--- src/shared/sacc_pkg.sv ---
// Shared constants and types for the converter control block.
package sacc_pkg;
	// Converter clock cycles per input, with and without sample-and-hold.
	localparam int unsigned CYC_8B_NOSH  = 49;
	localparam int unsigned CYC_10B_NOSH = 59;
	localparam int unsigned CYC_8B_SH    = 28;
	localparam int unsigned CYC_10B_SH   = 33;
	localparam int unsigned SAMP_NOSH    = 2;
	localparam int unsigned SAMP_SH      = 3;
	// Result and selector geometry.
	localparam int unsigned RES_W        = 10;
	localparam int unsigned NUM_INPUTS   = 26;
	localparam int unsigned PORT_PINS    = 8;
	localparam logic [4:0]  EXT_IN_0_IDX = 5'h18;
	localparam logic [4:0]  EXT_IN_1_IDX = 5'h19;
	localparam logic [4:0]  SELF_TEST_IDX = 5'h1F;
	// Trigger source codes for the hardware trigger select pair.
	localparam logic [1:0]  TRG_EXT_PIN  = 2'h0;
	localparam logic [1:0]  TRG_TMR_B2   = 2'h1;
	localparam logic [1:0]  TRG_TMR_A0   = 2'h2;
	// Two-bit operating mode field codes.
	localparam logic [1:0]  MD_ONE_SHOT  = 2'h0;
	localparam logic [1:0]  MD_REPEAT    = 2'h1;
	localparam logic [1:0]  MD_SWEEP     = 2'h2;
	localparam logic [1:0]  MD_RSWEEP    = 2'h3;
	// Decoded operating mode as reported to software.
	typedef enum logic [2:0] {
		MODE_ONE_SHOT = 3'h0,
		MODE_REPEAT   = 3'h1,
		MODE_SWEEP    = 3'h2,
		MODE_RSWEEP0  = 3'h3,
		MODE_RSWEEP1  = 3'h4,
		MODE_MP_SWEEP = 3'h5,
		MODE_MP_RSW0  = 3'h6,
		MODE_SELFTEST = 3'h7
	} sacc_mode_e;
	// Engine states, one-hot.
	typedef enum logic [4:0] {
		ST_IDLE   = 5'b00001,
		ST_ARMED  = 5'b00010,
		ST_SAMPLE = 5'b00100,
		ST_CONV   = 5'b01000,
		ST_STORE  = 5'b10000
	} sacc_state_e;
endpackage

--- src/sacc_clk_div.sv ---
// Converter clock tick generator from the source clock.
`timescale 1ns/1ps
module sacc_clk_div (
	input  wire logic core_clk_i,
	input  wire logic nrst_i,
	input  wire logic clk_div_sel_a_i,
	input  wire logic clk_div_sel_b_i,
	input  wire logic clk_div_sel_c_i,
	output logic      tick_o
);
	logic [2:0] cnt_r;
	logic [2:0] last;

	// Terminal count is the divide ratio less one; undefined high codes fall back to /8.
	always_comb begin
		unique case ({clk_div_sel_c_i, clk_div_sel_a_i, clk_div_sel_b_i})
			3'h0:    last = 3'h3;
			3'h1:    last = 3'h2;
			3'h2:    last = 3'h1;
			3'h3:    last = 3'h0;
			3'h5:    last = 3'h5;
			default: last = 3'h7;
		endcase
	end

	// A divider change keeps the count; a count at or past the new terminal value wraps at once.
	always_ff @(posedge core_clk_i) begin
		if (!nrst_i || cnt_r >= last) begin
			cnt_r <= 3'h0;
		end else begin
			cnt_r <= cnt_r + 3'h1;
		end
	end

	assign tick_o = nrst_i && (cnt_r >= last);
endmodule // sacc_clk_div

--- src/sacc_skid_buf.sv ---
// Two-entry buffer with valid and ready on both sides.
`timescale 1ns/1ps
module sacc_skid_buf #(
	parameter int unsigned WIDTH = 10
) (
	input  wire logic             core_clk_i,
	input  wire logic             nrst_i,
	input  wire logic             in_valid_i,
	output logic                  in_ready_o,
	input  wire logic [WIDTH-1:0] in_data_i,
	output logic                  out_valid_o,
	input  wire logic             out_ready_i,
	output logic [WIDTH-1:0]      out_data_o
);
	logic [WIDTH-1:0] mem_r [2];
	logic             wp_r;
	logic             rp_r;
	logic [1:0]       cnt_r;
	logic             push;
	logic             pop;

	initial begin
		if (WIDTH < 1) begin
			$error("sacc_skid_buf: WIDTH must be at least 1");
		end
	end

	assign in_ready_o  = (cnt_r != 2'h2);
	assign out_valid_o = (cnt_r != 2'h0);
	assign push        = in_valid_i && in_ready_o;
	assign pop         = out_valid_o && out_ready_i;
	assign out_data_o  = mem_r[rp_r];

	// Storage array; contents need no reset because valid guards them.
	always_ff @(posedge core_clk_i) begin
		if (push) begin
			mem_r[wp_r] <= in_data_i;
		end
	end

	// Pointers and fill count.
	always_ff @(posedge core_clk_i) begin
		if (!nrst_i) begin
			wp_r  <= 1'b0;
			rp_r  <= 1'b0;
			cnt_r <= 2'h0;
		end else begin
			if (push) begin
				wp_r <= ~wp_r;
			end
			if (pop) begin
				rp_r <= ~rp_r;
			end
			cnt_r <= cnt_r + {1'b0, push} - {1'b0, pop};
		end
	end
endmodule // sacc_skid_buf

--- src/sacc_top.sv ---
// Conversion control for the successive approximation converter.
//
// Function
// - One SAR engine, 10-bit results, resolution selectable as 8 or 10 bits.
// - Eight modes: one-shot, repeat, sweeps, multi-port sweeps and self test.
// - Input selector addresses 26 inputs: three ports of eight plus two extended.
// - Software trigger selected: setting the start bit begins conversion at once.
// - External trigger: each falling pin edge after start bit set starts, retrigger allowed.
// - Hardware trigger: timer A0 or divided timer B2 request starts, retrigger allowed.
// - Without sample-and-hold: 49 or 59 cycles per input, 2 sampling.
// - With sample-and-hold: 28 or 33 cycles per input, 3 sampling.
// - Converter clock divider chosen by three select bits: /1,/2,/3,/4,/6,/8.
// - DMA mode stores every result in the first result register only.
// - A control rewrite during conversion makes that result undefined.
// - Channel field only in single modes; sweep width only in sweep modes.
// - Clearing reference-connect bit disconnects reference from the ladder.
// - One-shot completion raises an interrupt request.
// - Software one-shot completion clears the start bit.
`timescale 1ns/1ps
module sacc_top #(
	parameter int unsigned RES_W = sacc_pkg::RES_W
) (
	input  wire logic             core_clk_i,
	input  wire logic             nrst_i,
	// Start bit and trigger control.
	input  wire logic             conv_start_set_i,
	input  wire logic             conv_start_clr_i,
	output logic                  conv_start_bit_o,
	input  wire logic             trigger_source_sel_i,
	input  wire logic             hw_trigger_sel_hi_i,
	input  wire logic             hw_trigger_sel_lo_i,
	input  wire logic             ext_trigger_pin_i,
	input  wire logic             tmr_a0_irq_i,
	input  wire logic             tmr_b2_div_irq_i,
	// Mode and selection.
	input  wire logic             op_mode_hi_i,
	input  wire logic             op_mode_lo_i,
	input  wire logic             sweep_mode1_bit_i,
	input  wire logic             multiport_sweep_en_i,
	input  wire logic             self_test_en_i,
	input  wire logic [2:0]       channel_sel_i,
	input  wire logic             sweep_width_hi_i,
	input  wire logic             sweep_width_lo_i,
	input  wire logic             port_group_sel_hi_i,
	input  wire logic             port_group_sel_lo_i,
	input  wire logic             ext_input_sel_hi_i,
	input  wire logic             ext_input_sel_lo_i,
	input  wire logic             multiport_group_hi_i,
	input  wire logic             multiport_group_lo_i,
	input  wire logic             res_10bit_i,
	input  wire logic             sample_hold_en_i,
	input  wire logic             dma_mode_bit_i,
	input  wire logic             ref_connect_bit_i,
	input  wire logic             clk_div_sel_a_i,
	input  wire logic             clk_div_sel_b_i,
	input  wire logic             clk_div_sel_c_i,
	input  wire logic             ctrl_write_i,
	// Analog front end.
	output logic [4:0]            ain_sel_o,
	output logic                  sample_o,
	output logic [RES_W-1:0]      dac_code_o,
	input  wire logic             cmp_i,
	output logic                  ref_connect_o,
	// Results, status and DMA stream.
	input  wire logic [2:0]       result_rd_idx_i,
	output logic [RES_W-1:0]      result_rd_o,
	output logic                  result_undef_o,
	output logic [2:0]            active_mode_o,
	output logic                  busy_o,
	output logic                  conv_irq_o,
	output logic                  dma_valid_o,
	input  wire logic             dma_ready_i,
	output logic [RES_W-1:0]      dma_data_o
);
	sacc_pkg::sacc_state_e state_r;
	sacc_pkg::sacc_mode_e  mode;
	logic [RES_W-1:0] res_r [sacc_pkg::PORT_PINS];
	logic [RES_W-1:0] sar_r;
	logic [3:0]       bit_r;
	logic [5:0]       cyc_r;
	logic [2:0]       chan_r;
	logic             pass_r;
	logic             start_r;
	logic             pin_q_r;
	logic             undef_r;
	logic             irq_r;
	logic             rd_undef_r;
	logic             tick;
	logic             trig;
	logic             sw_go;
	logic             last_chan;
	logic             buf_ready;
	logic             store_ok;
	logic [5:0]       cyc_total;
	logic [5:0]       cyc_samp;
	logic [2:0]       chan_last;
	logic             single;
	logic             repeat_any;
	logic [1:0]       grp;

	initial begin
		if (RES_W != 10) begin
			$error("sacc_top: the engine serves only 10-bit results");
		end
	end

	sacc_clk_div u_div (
		.core_clk_i      (core_clk_i),
		.nrst_i          (nrst_i),
		.clk_div_sel_a_i (clk_div_sel_a_i),
		.clk_div_sel_b_i (clk_div_sel_b_i),
		.clk_div_sel_c_i (clk_div_sel_c_i),
		.tick_o          (tick)
	);

	// Mode decode: multi-port and sweep mode 1 override the two-bit field.
	always_comb begin
		if (self_test_en_i) begin
			mode = sacc_pkg::MODE_SELFTEST;
		end else if (multiport_sweep_en_i) begin
			mode = op_mode_lo_i ? sacc_pkg::MODE_MP_RSW0 : sacc_pkg::MODE_MP_SWEEP;
		end else if (sweep_mode1_bit_i) begin
			mode = sacc_pkg::MODE_RSWEEP1;
		end else begin
			unique case ({op_mode_hi_i, op_mode_lo_i})
				sacc_pkg::MD_ONE_SHOT: mode = sacc_pkg::MODE_ONE_SHOT;
				sacc_pkg::MD_REPEAT:   mode = sacc_pkg::MODE_REPEAT;
				sacc_pkg::MD_SWEEP:    mode = sacc_pkg::MODE_SWEEP;
				sacc_pkg::MD_RSWEEP:   mode = sacc_pkg::MODE_RSWEEP0;
			endcase
		end
	end

	// Self test behaves as a single conversion of the internal test node.
	assign single     = (mode == sacc_pkg::MODE_ONE_SHOT) || (mode == sacc_pkg::MODE_REPEAT) ||
	                    (mode == sacc_pkg::MODE_SELFTEST);
	assign repeat_any = (mode == sacc_pkg::MODE_REPEAT) || (mode == sacc_pkg::MODE_RSWEEP0) ||
	                    (mode == sacc_pkg::MODE_RSWEEP1) || (mode == sacc_pkg::MODE_MP_RSW0);
	assign chan_last  = {sweep_width_hi_i, sweep_width_lo_i, 1'b1};
	assign last_chan  = single || (chan_r == chan_last);
	assign grp        = (multiport_sweep_en_i && pass_r) ?
	                    {multiport_group_hi_i, multiport_group_lo_i} :
	                    {port_group_sel_hi_i, port_group_sel_lo_i};

	// Cycle budget per input; sampling is part of the total.
	always_comb begin
		if (sample_hold_en_i) begin
			cyc_total = res_10bit_i ? 6'(sacc_pkg::CYC_10B_SH) : 6'(sacc_pkg::CYC_8B_SH);
			cyc_samp  = 6'(sacc_pkg::SAMP_SH);
		end else begin
			cyc_total = res_10bit_i ? 6'(sacc_pkg::CYC_10B_NOSH) : 6'(sacc_pkg::CYC_8B_NOSH);
			cyc_samp  = 6'(sacc_pkg::SAMP_NOSH);
		end
	end

	// Input selector: port group times eight plus channel, or an extended input.
	always_comb begin
		if (mode == sacc_pkg::MODE_SELFTEST) begin
			ain_sel_o = sacc_pkg::SELF_TEST_IDX;
		end else if (single && ext_input_sel_lo_i && !ext_input_sel_hi_i) begin
			ain_sel_o = sacc_pkg::EXT_IN_0_IDX;
		end else if (single && ext_input_sel_hi_i && !ext_input_sel_lo_i) begin
			ain_sel_o = sacc_pkg::EXT_IN_1_IDX;
		end else begin
			ain_sel_o = {grp, chan_r};
		end
	end

	// Triggers: software start, falling pin edge, or a timer request.
	assign sw_go = conv_start_set_i && !trigger_source_sel_i;
	always_comb begin
		unique case ({hw_trigger_sel_hi_i, hw_trigger_sel_lo_i})
			sacc_pkg::TRG_EXT_PIN: trig = pin_q_r && !ext_trigger_pin_i;
			sacc_pkg::TRG_TMR_B2:  trig = tmr_b2_div_irq_i;
			sacc_pkg::TRG_TMR_A0:  trig = tmr_a0_irq_i;
			default:               trig = 1'b0;
		endcase
	end

	// Pin history for the edge detector; the pin is taken as synchronous.
	always_ff @(posedge core_clk_i) begin
		if (!nrst_i) begin
			pin_q_r <= 1'b1;
		end else begin
			pin_q_r <= ext_trigger_pin_i;
		end
	end

	// In DMA mode a full buffer holds the store so no result is lost.
	assign store_ok = !dma_mode_bit_i || buf_ready;

	// Start bit: software set and clear, hardware clear at the end of a finite software-triggered run.
	always_ff @(posedge core_clk_i) begin
		if (!nrst_i) begin
			start_r <= 1'b0;
		end else if (conv_start_set_i) begin
			start_r <= 1'b1;
		end else if (conv_start_clr_i) begin
			start_r <= 1'b0;
		end else if (state_r == sacc_pkg::ST_STORE && store_ok && last_chan && !repeat_any &&
		             !trigger_source_sel_i && (!multiport_sweep_en_i || pass_r)) begin
			start_r <= 1'b0;
		end
	end

	// Sequencer. A trigger during conversion restarts the current sequence.
	always_ff @(posedge core_clk_i) begin
		if (!nrst_i || conv_start_clr_i) begin
			state_r <= sacc_pkg::ST_IDLE;
			chan_r  <= 3'h0;
			pass_r  <= 1'b0;
			cyc_r   <= 6'h00;
		end else if (sw_go || (start_r && trigger_source_sel_i && trig)) begin
			state_r <= sacc_pkg::ST_SAMPLE;
			chan_r  <= single ? channel_sel_i : 3'h0;
			pass_r  <= 1'b0;
			cyc_r   <= 6'h00;
		end else begin
			unique case (state_r)
				sacc_pkg::ST_IDLE: begin
					if (conv_start_set_i) begin
						state_r <= sacc_pkg::ST_ARMED;
					end
				end
				sacc_pkg::ST_ARMED: begin
					state_r <= sacc_pkg::ST_ARMED;
				end
				sacc_pkg::ST_SAMPLE: begin
					if (tick) begin
						cyc_r <= cyc_r + 6'h01;
						if (cyc_r + 6'h01 == cyc_samp) begin
							state_r <= sacc_pkg::ST_CONV;
						end
					end
				end
				sacc_pkg::ST_CONV: begin
					if (tick) begin
						cyc_r <= cyc_r + 6'h01;
						if (cyc_r + 6'h01 == cyc_total) begin
							state_r <= sacc_pkg::ST_STORE;
						end
					end
				end
				sacc_pkg::ST_STORE: begin
					if (store_ok) begin
						cyc_r <= 6'h00;
						if (!last_chan) begin
							chan_r  <= chan_r + 3'h1;
							state_r <= sacc_pkg::ST_SAMPLE;
						end else if (multiport_sweep_en_i && !pass_r) begin
							chan_r  <= 3'h0;
							pass_r  <= 1'b1;
							state_r <= sacc_pkg::ST_SAMPLE;
						end else if (repeat_any) begin
							chan_r  <= single ? channel_sel_i : 3'h0;
							pass_r  <= 1'b0;
							state_r <= sacc_pkg::ST_SAMPLE;
						end else begin
							state_r <= trigger_source_sel_i ? sacc_pkg::ST_ARMED :
							           sacc_pkg::ST_IDLE;
						end
					end
				end
			endcase
		end
	end

	// Successive approximation: one bit trial per converter tick after sampling.
	always_ff @(posedge core_clk_i) begin
		if (!nrst_i || state_r == sacc_pkg::ST_SAMPLE) begin
			sar_r <= '0;
			bit_r <= res_10bit_i ? 4'h9 : 4'h7;
		end else if (state_r == sacc_pkg::ST_CONV && tick && bit_r != 4'hF) begin
			sar_r[bit_r] <= cmp_i;
			bit_r        <= bit_r - 4'h1;
		end
	end

	assign dac_code_o    = (state_r == sacc_pkg::ST_CONV && bit_r != 4'hF) ?
	                       (sar_r | (RES_W'(1) << bit_r)) : sar_r;
	assign sample_o      = (state_r == sacc_pkg::ST_SAMPLE);
	assign ref_connect_o = ref_connect_bit_i;
	assign busy_o        = (state_r == sacc_pkg::ST_SAMPLE) || (state_r == sacc_pkg::ST_CONV) ||
	                       (state_r == sacc_pkg::ST_STORE);

	// A control write while busy taints the result in flight.
	always_ff @(posedge core_clk_i) begin
		if (!nrst_i || state_r == sacc_pkg::ST_SAMPLE && cyc_r == 6'h00 && !ctrl_write_i) begin
			undef_r <= 1'b0;
		end else if (busy_o && ctrl_write_i) begin
			undef_r <= 1'b1;
		end
	end

	// Result store: pin's own register, or only the first one in DMA mode.
	always_ff @(posedge core_clk_i) begin
		if (!nrst_i) begin
			for (int i = 0; i < int'(sacc_pkg::PORT_PINS); i++) begin
				res_r[i] <= '0;
			end
		end else if (state_r == sacc_pkg::ST_STORE && store_ok) begin
			res_r[dma_mode_bit_i ? 3'h0 : chan_r] <= sar_r;
		end
	end

	// Registered read port; the flag reports a tainted last store.
	always_ff @(posedge core_clk_i) begin
		if (!nrst_i) begin
			result_rd_o <= '0;
			rd_undef_r  <= 1'b0;
		end else begin
			result_rd_o <= res_r[result_rd_idx_i];
			if (state_r == sacc_pkg::ST_STORE && store_ok) begin
				rd_undef_r <= undef_r;
			end
		end
	end

	// Interrupt pulse per conversion in DMA mode, else at each one-shot or sweep end; none in repeat mode.
	always_ff @(posedge core_clk_i) begin
		if (!nrst_i) begin
			irq_r <= 1'b0;
		end else begin
			irq_r <= state_r == sacc_pkg::ST_STORE && store_ok &&
			         (dma_mode_bit_i || (last_chan && (!repeat_any || !single) &&
			          (!multiport_sweep_en_i || pass_r)));
		end
	end

	// The DMA path is 10 bits wide; the controller moves it as 16-bit words.
	sacc_skid_buf #(
		.WIDTH (RES_W)
	) u_buf (
		.core_clk_i  (core_clk_i),
		.nrst_i      (nrst_i),
		.in_valid_i  (state_r == sacc_pkg::ST_STORE && dma_mode_bit_i),
		.in_ready_o  (buf_ready),
		.in_data_i   (sar_r),
		.out_valid_o (dma_valid_o),
		.out_ready_i (dma_ready_i),
		.out_data_o  (dma_data_o)
	);

	assign conv_start_bit_o = start_r;
	assign result_undef_o   = rd_undef_r;
	assign active_mode_o    = mode;
	assign conv_irq_o       = irq_r;
endmodule // sacc_top

--- config.mk ---
export PLATFORM = sky130hd
export DESIGN_NAME = sacc_top
export DESIGN_NICKNAME = d
export VERILOG_FILES = /design/src/shared/sacc_pkg.sv /design/src/sacc_clk_div.sv /design/src/sacc_skid_buf.sv /design/src/sacc_top.sv
export SDC_FILE = /design/constraint.sdc
export NUM_CORES = 1
export LEC_CHECK = 0
export BUFFER_PORTS_ARGS = -buffer_cell sky130_fd_sc_hd__buf_2
export CAP_MARGIN = 25
export CORE_MARGIN = 2
export CORE_UTILIZATION = 40
export DETAILED_ROUTE_END_ITERATION = 8
export RECOVER_POWER = 100
export SYNTH_ARGS = -nofsm -noshare
export SYNTH_HDL_FRONTEND = slang
export SYNTH_SLANG_ARGS = --single-unit
--- constraint.sdc ---
create_clock -name core_clk_i -period 2.4 [get_ports core_clk_i]
set_input_delay 0.12 -clock core_clk_i [delete_from_list [all_inputs] [get_ports core_clk_i]]
set_output_delay 0.12 -clock core_clk_i [all_outputs]
set_load 0.1 [all_outputs]
==> impl_metrics.csv <==
group,metric,value,unit
clock_network,cts_buffers,17,
global_routing,grt_antenna_before_repair,0,
synthesis,ys_async_sr_fraction,0,
global_routing,grt_start_max_net_pins,26,
layout,final-seq-area,4080,µm²
layout,design_area,8730,µm²
route,first_pass_iters,4,
route,vias_per_cell,5.32,
layout,diodes,0,
synthesis,syn_area_per_cell,11.9,µm²
synthesis,netlist.area_leader.share,0.419,
worst_setup_path,cp_max_fo,8,
clock_network,insertion_delay,0.42,ns
layout,layout.nets,784,
timing,slew_headroom,0.204,
synthesis,yosysTopAreaCell,"edfxtp_1",
placed_design,placed_cell_area,8320,µm²
die,coreArea,18100,µm²
clock_network,htreeDepth,4,
die,ios,84,
timing,fmax,434,MHz
layout,n_fill_cell,1662,
power,vdd_drop_max,0.477,mV
global_routing,grtUsageTotal,0.182,
synthesis,synthTopCellsByArea,"edfxtp_1 (42%), dfxtp_1 (13%), and2_1 (7.0%)",
route,vias,5157,
global_routing,overflow,0,
clock_network,ctsRootBufferMaster,"clkbuf_16",
synthesis,synth.most_common_cell,"edfxtp_1",
route,ant_nets,0,
timing,setup_violations,0,
power,leakagePower,0.00340,µW
synthesis,yosys-top-cells-count,"edfxtp_1 (104), and2_1 (83), dfxtp_1 (48)",
power,power_density,720,nW/µm²
timing,period_share,0.959,
clock_network,cts_tree,"built",
worst_setup_path,max_stage_delay,0.40,ns
placed_design,port_buffers,81,
route,drc,0,
timing,fin_crit,2.30,ns
timing,tightest_slew,1.20,ns
route,wl_per_cell,18.0,µm
timing,fin_skew,0.0137,ns
worst_setup_path,critical_path.startpoint,"state_r[0]$_SDFFE_PP1P_",
run_status,status,"finished clean",
worst_setup_path,end_kind,"primary output",
clock_network,cts_sinks,152,
worst_setup_path,arrival,2.18,ns
layout,drive_gt1_frac,0.188,
global_routing,grt_pass1_vias,5296,
timing,tns,0,ns
die,std_cell_rows,49,
clock_network,clk_pin_slew,0.06,ns
route,drt-initial-drc-count,291,
clock_network,cts_buffer_depth,2,
worst_setup_path,timing.rr.start,"chan_r[0]$_SDFFE_PP0P_",
layout,multiInputGateArea,3130,µm²
placed_design,dp_hpwl,12200,µm
synthesis,ys.flop_type,"edfxtp_1",
timing,rsz0062_at_grt,"no",
worst_setup_path,path_class,"reg -> out",
synthesis,synth_fp_nets,685,
worst_setup_path,start_kind,"flop",
die,die_w,140,µm
worst_setup_path,crit_chain,"or3_1, buf_4, nor3_1, a21o_1, buf_12",
layout,syn2layout_area_growth,17.2,%
layout,post-route-util,0.481,
placed_design,dpl_worst_slack,0.284,ns
placed_design,finalWeightedCongestion,0.883,
die,die_h,140,µm
die,initial_core_util,0.410,
min_path,hold_path_class,"in -> reg",
route,routed_wl,17500,µm
worst_setup_path,crit_required,2.28,ns
timing,hold_ws,0.0362,ns
synthesis,synth_edf_count,104,
synthesis,synthDistinctLibCells,54,
timing,hold_viol,0,
timing,worst_slack,0.0977,ns
synthesis,ys_warn_count,0,
min_path,min_from,"conv_start_set_i",
timing,final_max_slew_viol_count,0,
synthesis,synth_seq_cells,152,
synthesis,netlist_area,7450,µm²
run,drv_cap,0,
synthesis,yosysSeqAreaShare,0.548,
worst_setup_path,critPathSlowestCell,"or3_1",
global_routing,grt_pass1_wl,27800,µm
synthesis,syn_inst,628,
die,die_area,19700,µm²
[worst paths after layout]
path	endpoint	slack, ns	depth (start not counted)
min reg2reg	u_div.cnt_r[0]$_SDFF_PP0_	0.45	1
max	dac_code_o[6]	0.1	5
max reg2reg	res_r[3][0]$_SDFFCE_PN0P_	0.14	4
min	conv_start_bit_o$_SDFFE_PN0P_	0.04	3
[area by class of cell]
cell class                 instances  share of cell area
clock buffer                      21              0.0527
clock inverter                    11             0.00817
inverter                          25              0.0107
multi-input combinational        419               0.358
sequential                       152               0.468
tap                              229              0.0328
timing repair buffer             112              0.0694
[through the flow]
stage	total power, µW	cells
floorplan	3730	628
global placement	3910	932
detailed placement	3940	932
CTS	6340	967
global route	6490	969
finish	6290	969
[flip-flops by register name, summed over array words and instances, names as in the netlist, 2 cells and up, named ones only]
name,cells
u_buf.cnt_r,2
u_div.cnt_r,3
cyc_r,6
bit_r,4
u_buf.mem_r,20
result_rd_o,10
chan_r,3
res_r,80
sar_r,10
state_r,5
[layer usage]
metal | track usage | up-vias | share of wire
li1 | - | 2478 | -
met3 | 0.0407 | 17 | 0.041
met1 | 0.225 | 2544 | 0.43
met5 | 0 | - | 0
met4 | 0.0395 | 0 | 0.0083
met2 | 0.328 | 118 | 0.52
[placed cells by master, fill, tap and decap left out, drive strengths merged, types with 4 or more instances in the layout]
master and count:
mux4 20, mux2 10, nor2 43, clkbuf 78
nor3 14, nor4 4, nand2 32, a31oi 5
inv 29, nand4 12, xnor2 10, o21ai 14
ha 18, mux2i 22, xor2 9, dfxtp 48
and2 83, o31ai 5, buf 52, nor2b 9
nand2b 11, or3 6, nor3b 4, a311oi 4
edfxtp 104, a21o 12, nand3 18, clkinv 6
a21oi 18
[worst max-delay path: cells and delay by family, from the launching register on]
family          cells  cell delay, ns
simple gates        2            0.78
flops               1            0.32
compound gates      1            0.26
buf+inv             2            0.40
[timing repair]
item / CTS / global route
hold buffers: 3 / 0
gates cloned: 0 / 0
setup buffers: 0 / 2
gates resized for setup: 2 / 0
pin swaps: 0 / 2
endpoints found under the hold margin: 2 / 0
setup endpoints to repair: 2 / 6
[power breakdown]
group / internal [µW] / switching (µW)
Combinational: 248 / 645
Sequential: 2910 / 64.4
Clock: 1380 / 1050
Total: 4530 / 1760
[cell families (layout without fill, tap and decap cells)]
kind of cell / after synthesis / count (layout) / share of synthesized area
buffers and inverters: 57 / 169 / 0.0317
AOI/OAI and AO/OA: 78 / 78 / 0.0712
DFF: 152 / 152 / 0.548
and+or+nand+nor: 252 / 252 / 0.191
adders and majority gates: 18 / 18 / 0.0302
xor gates and xnor gates: 19 / 19 / 0.0223
muxes: 52 / 52 / 0.105
No activity file was read; power rests on OpenSTA's default activity.
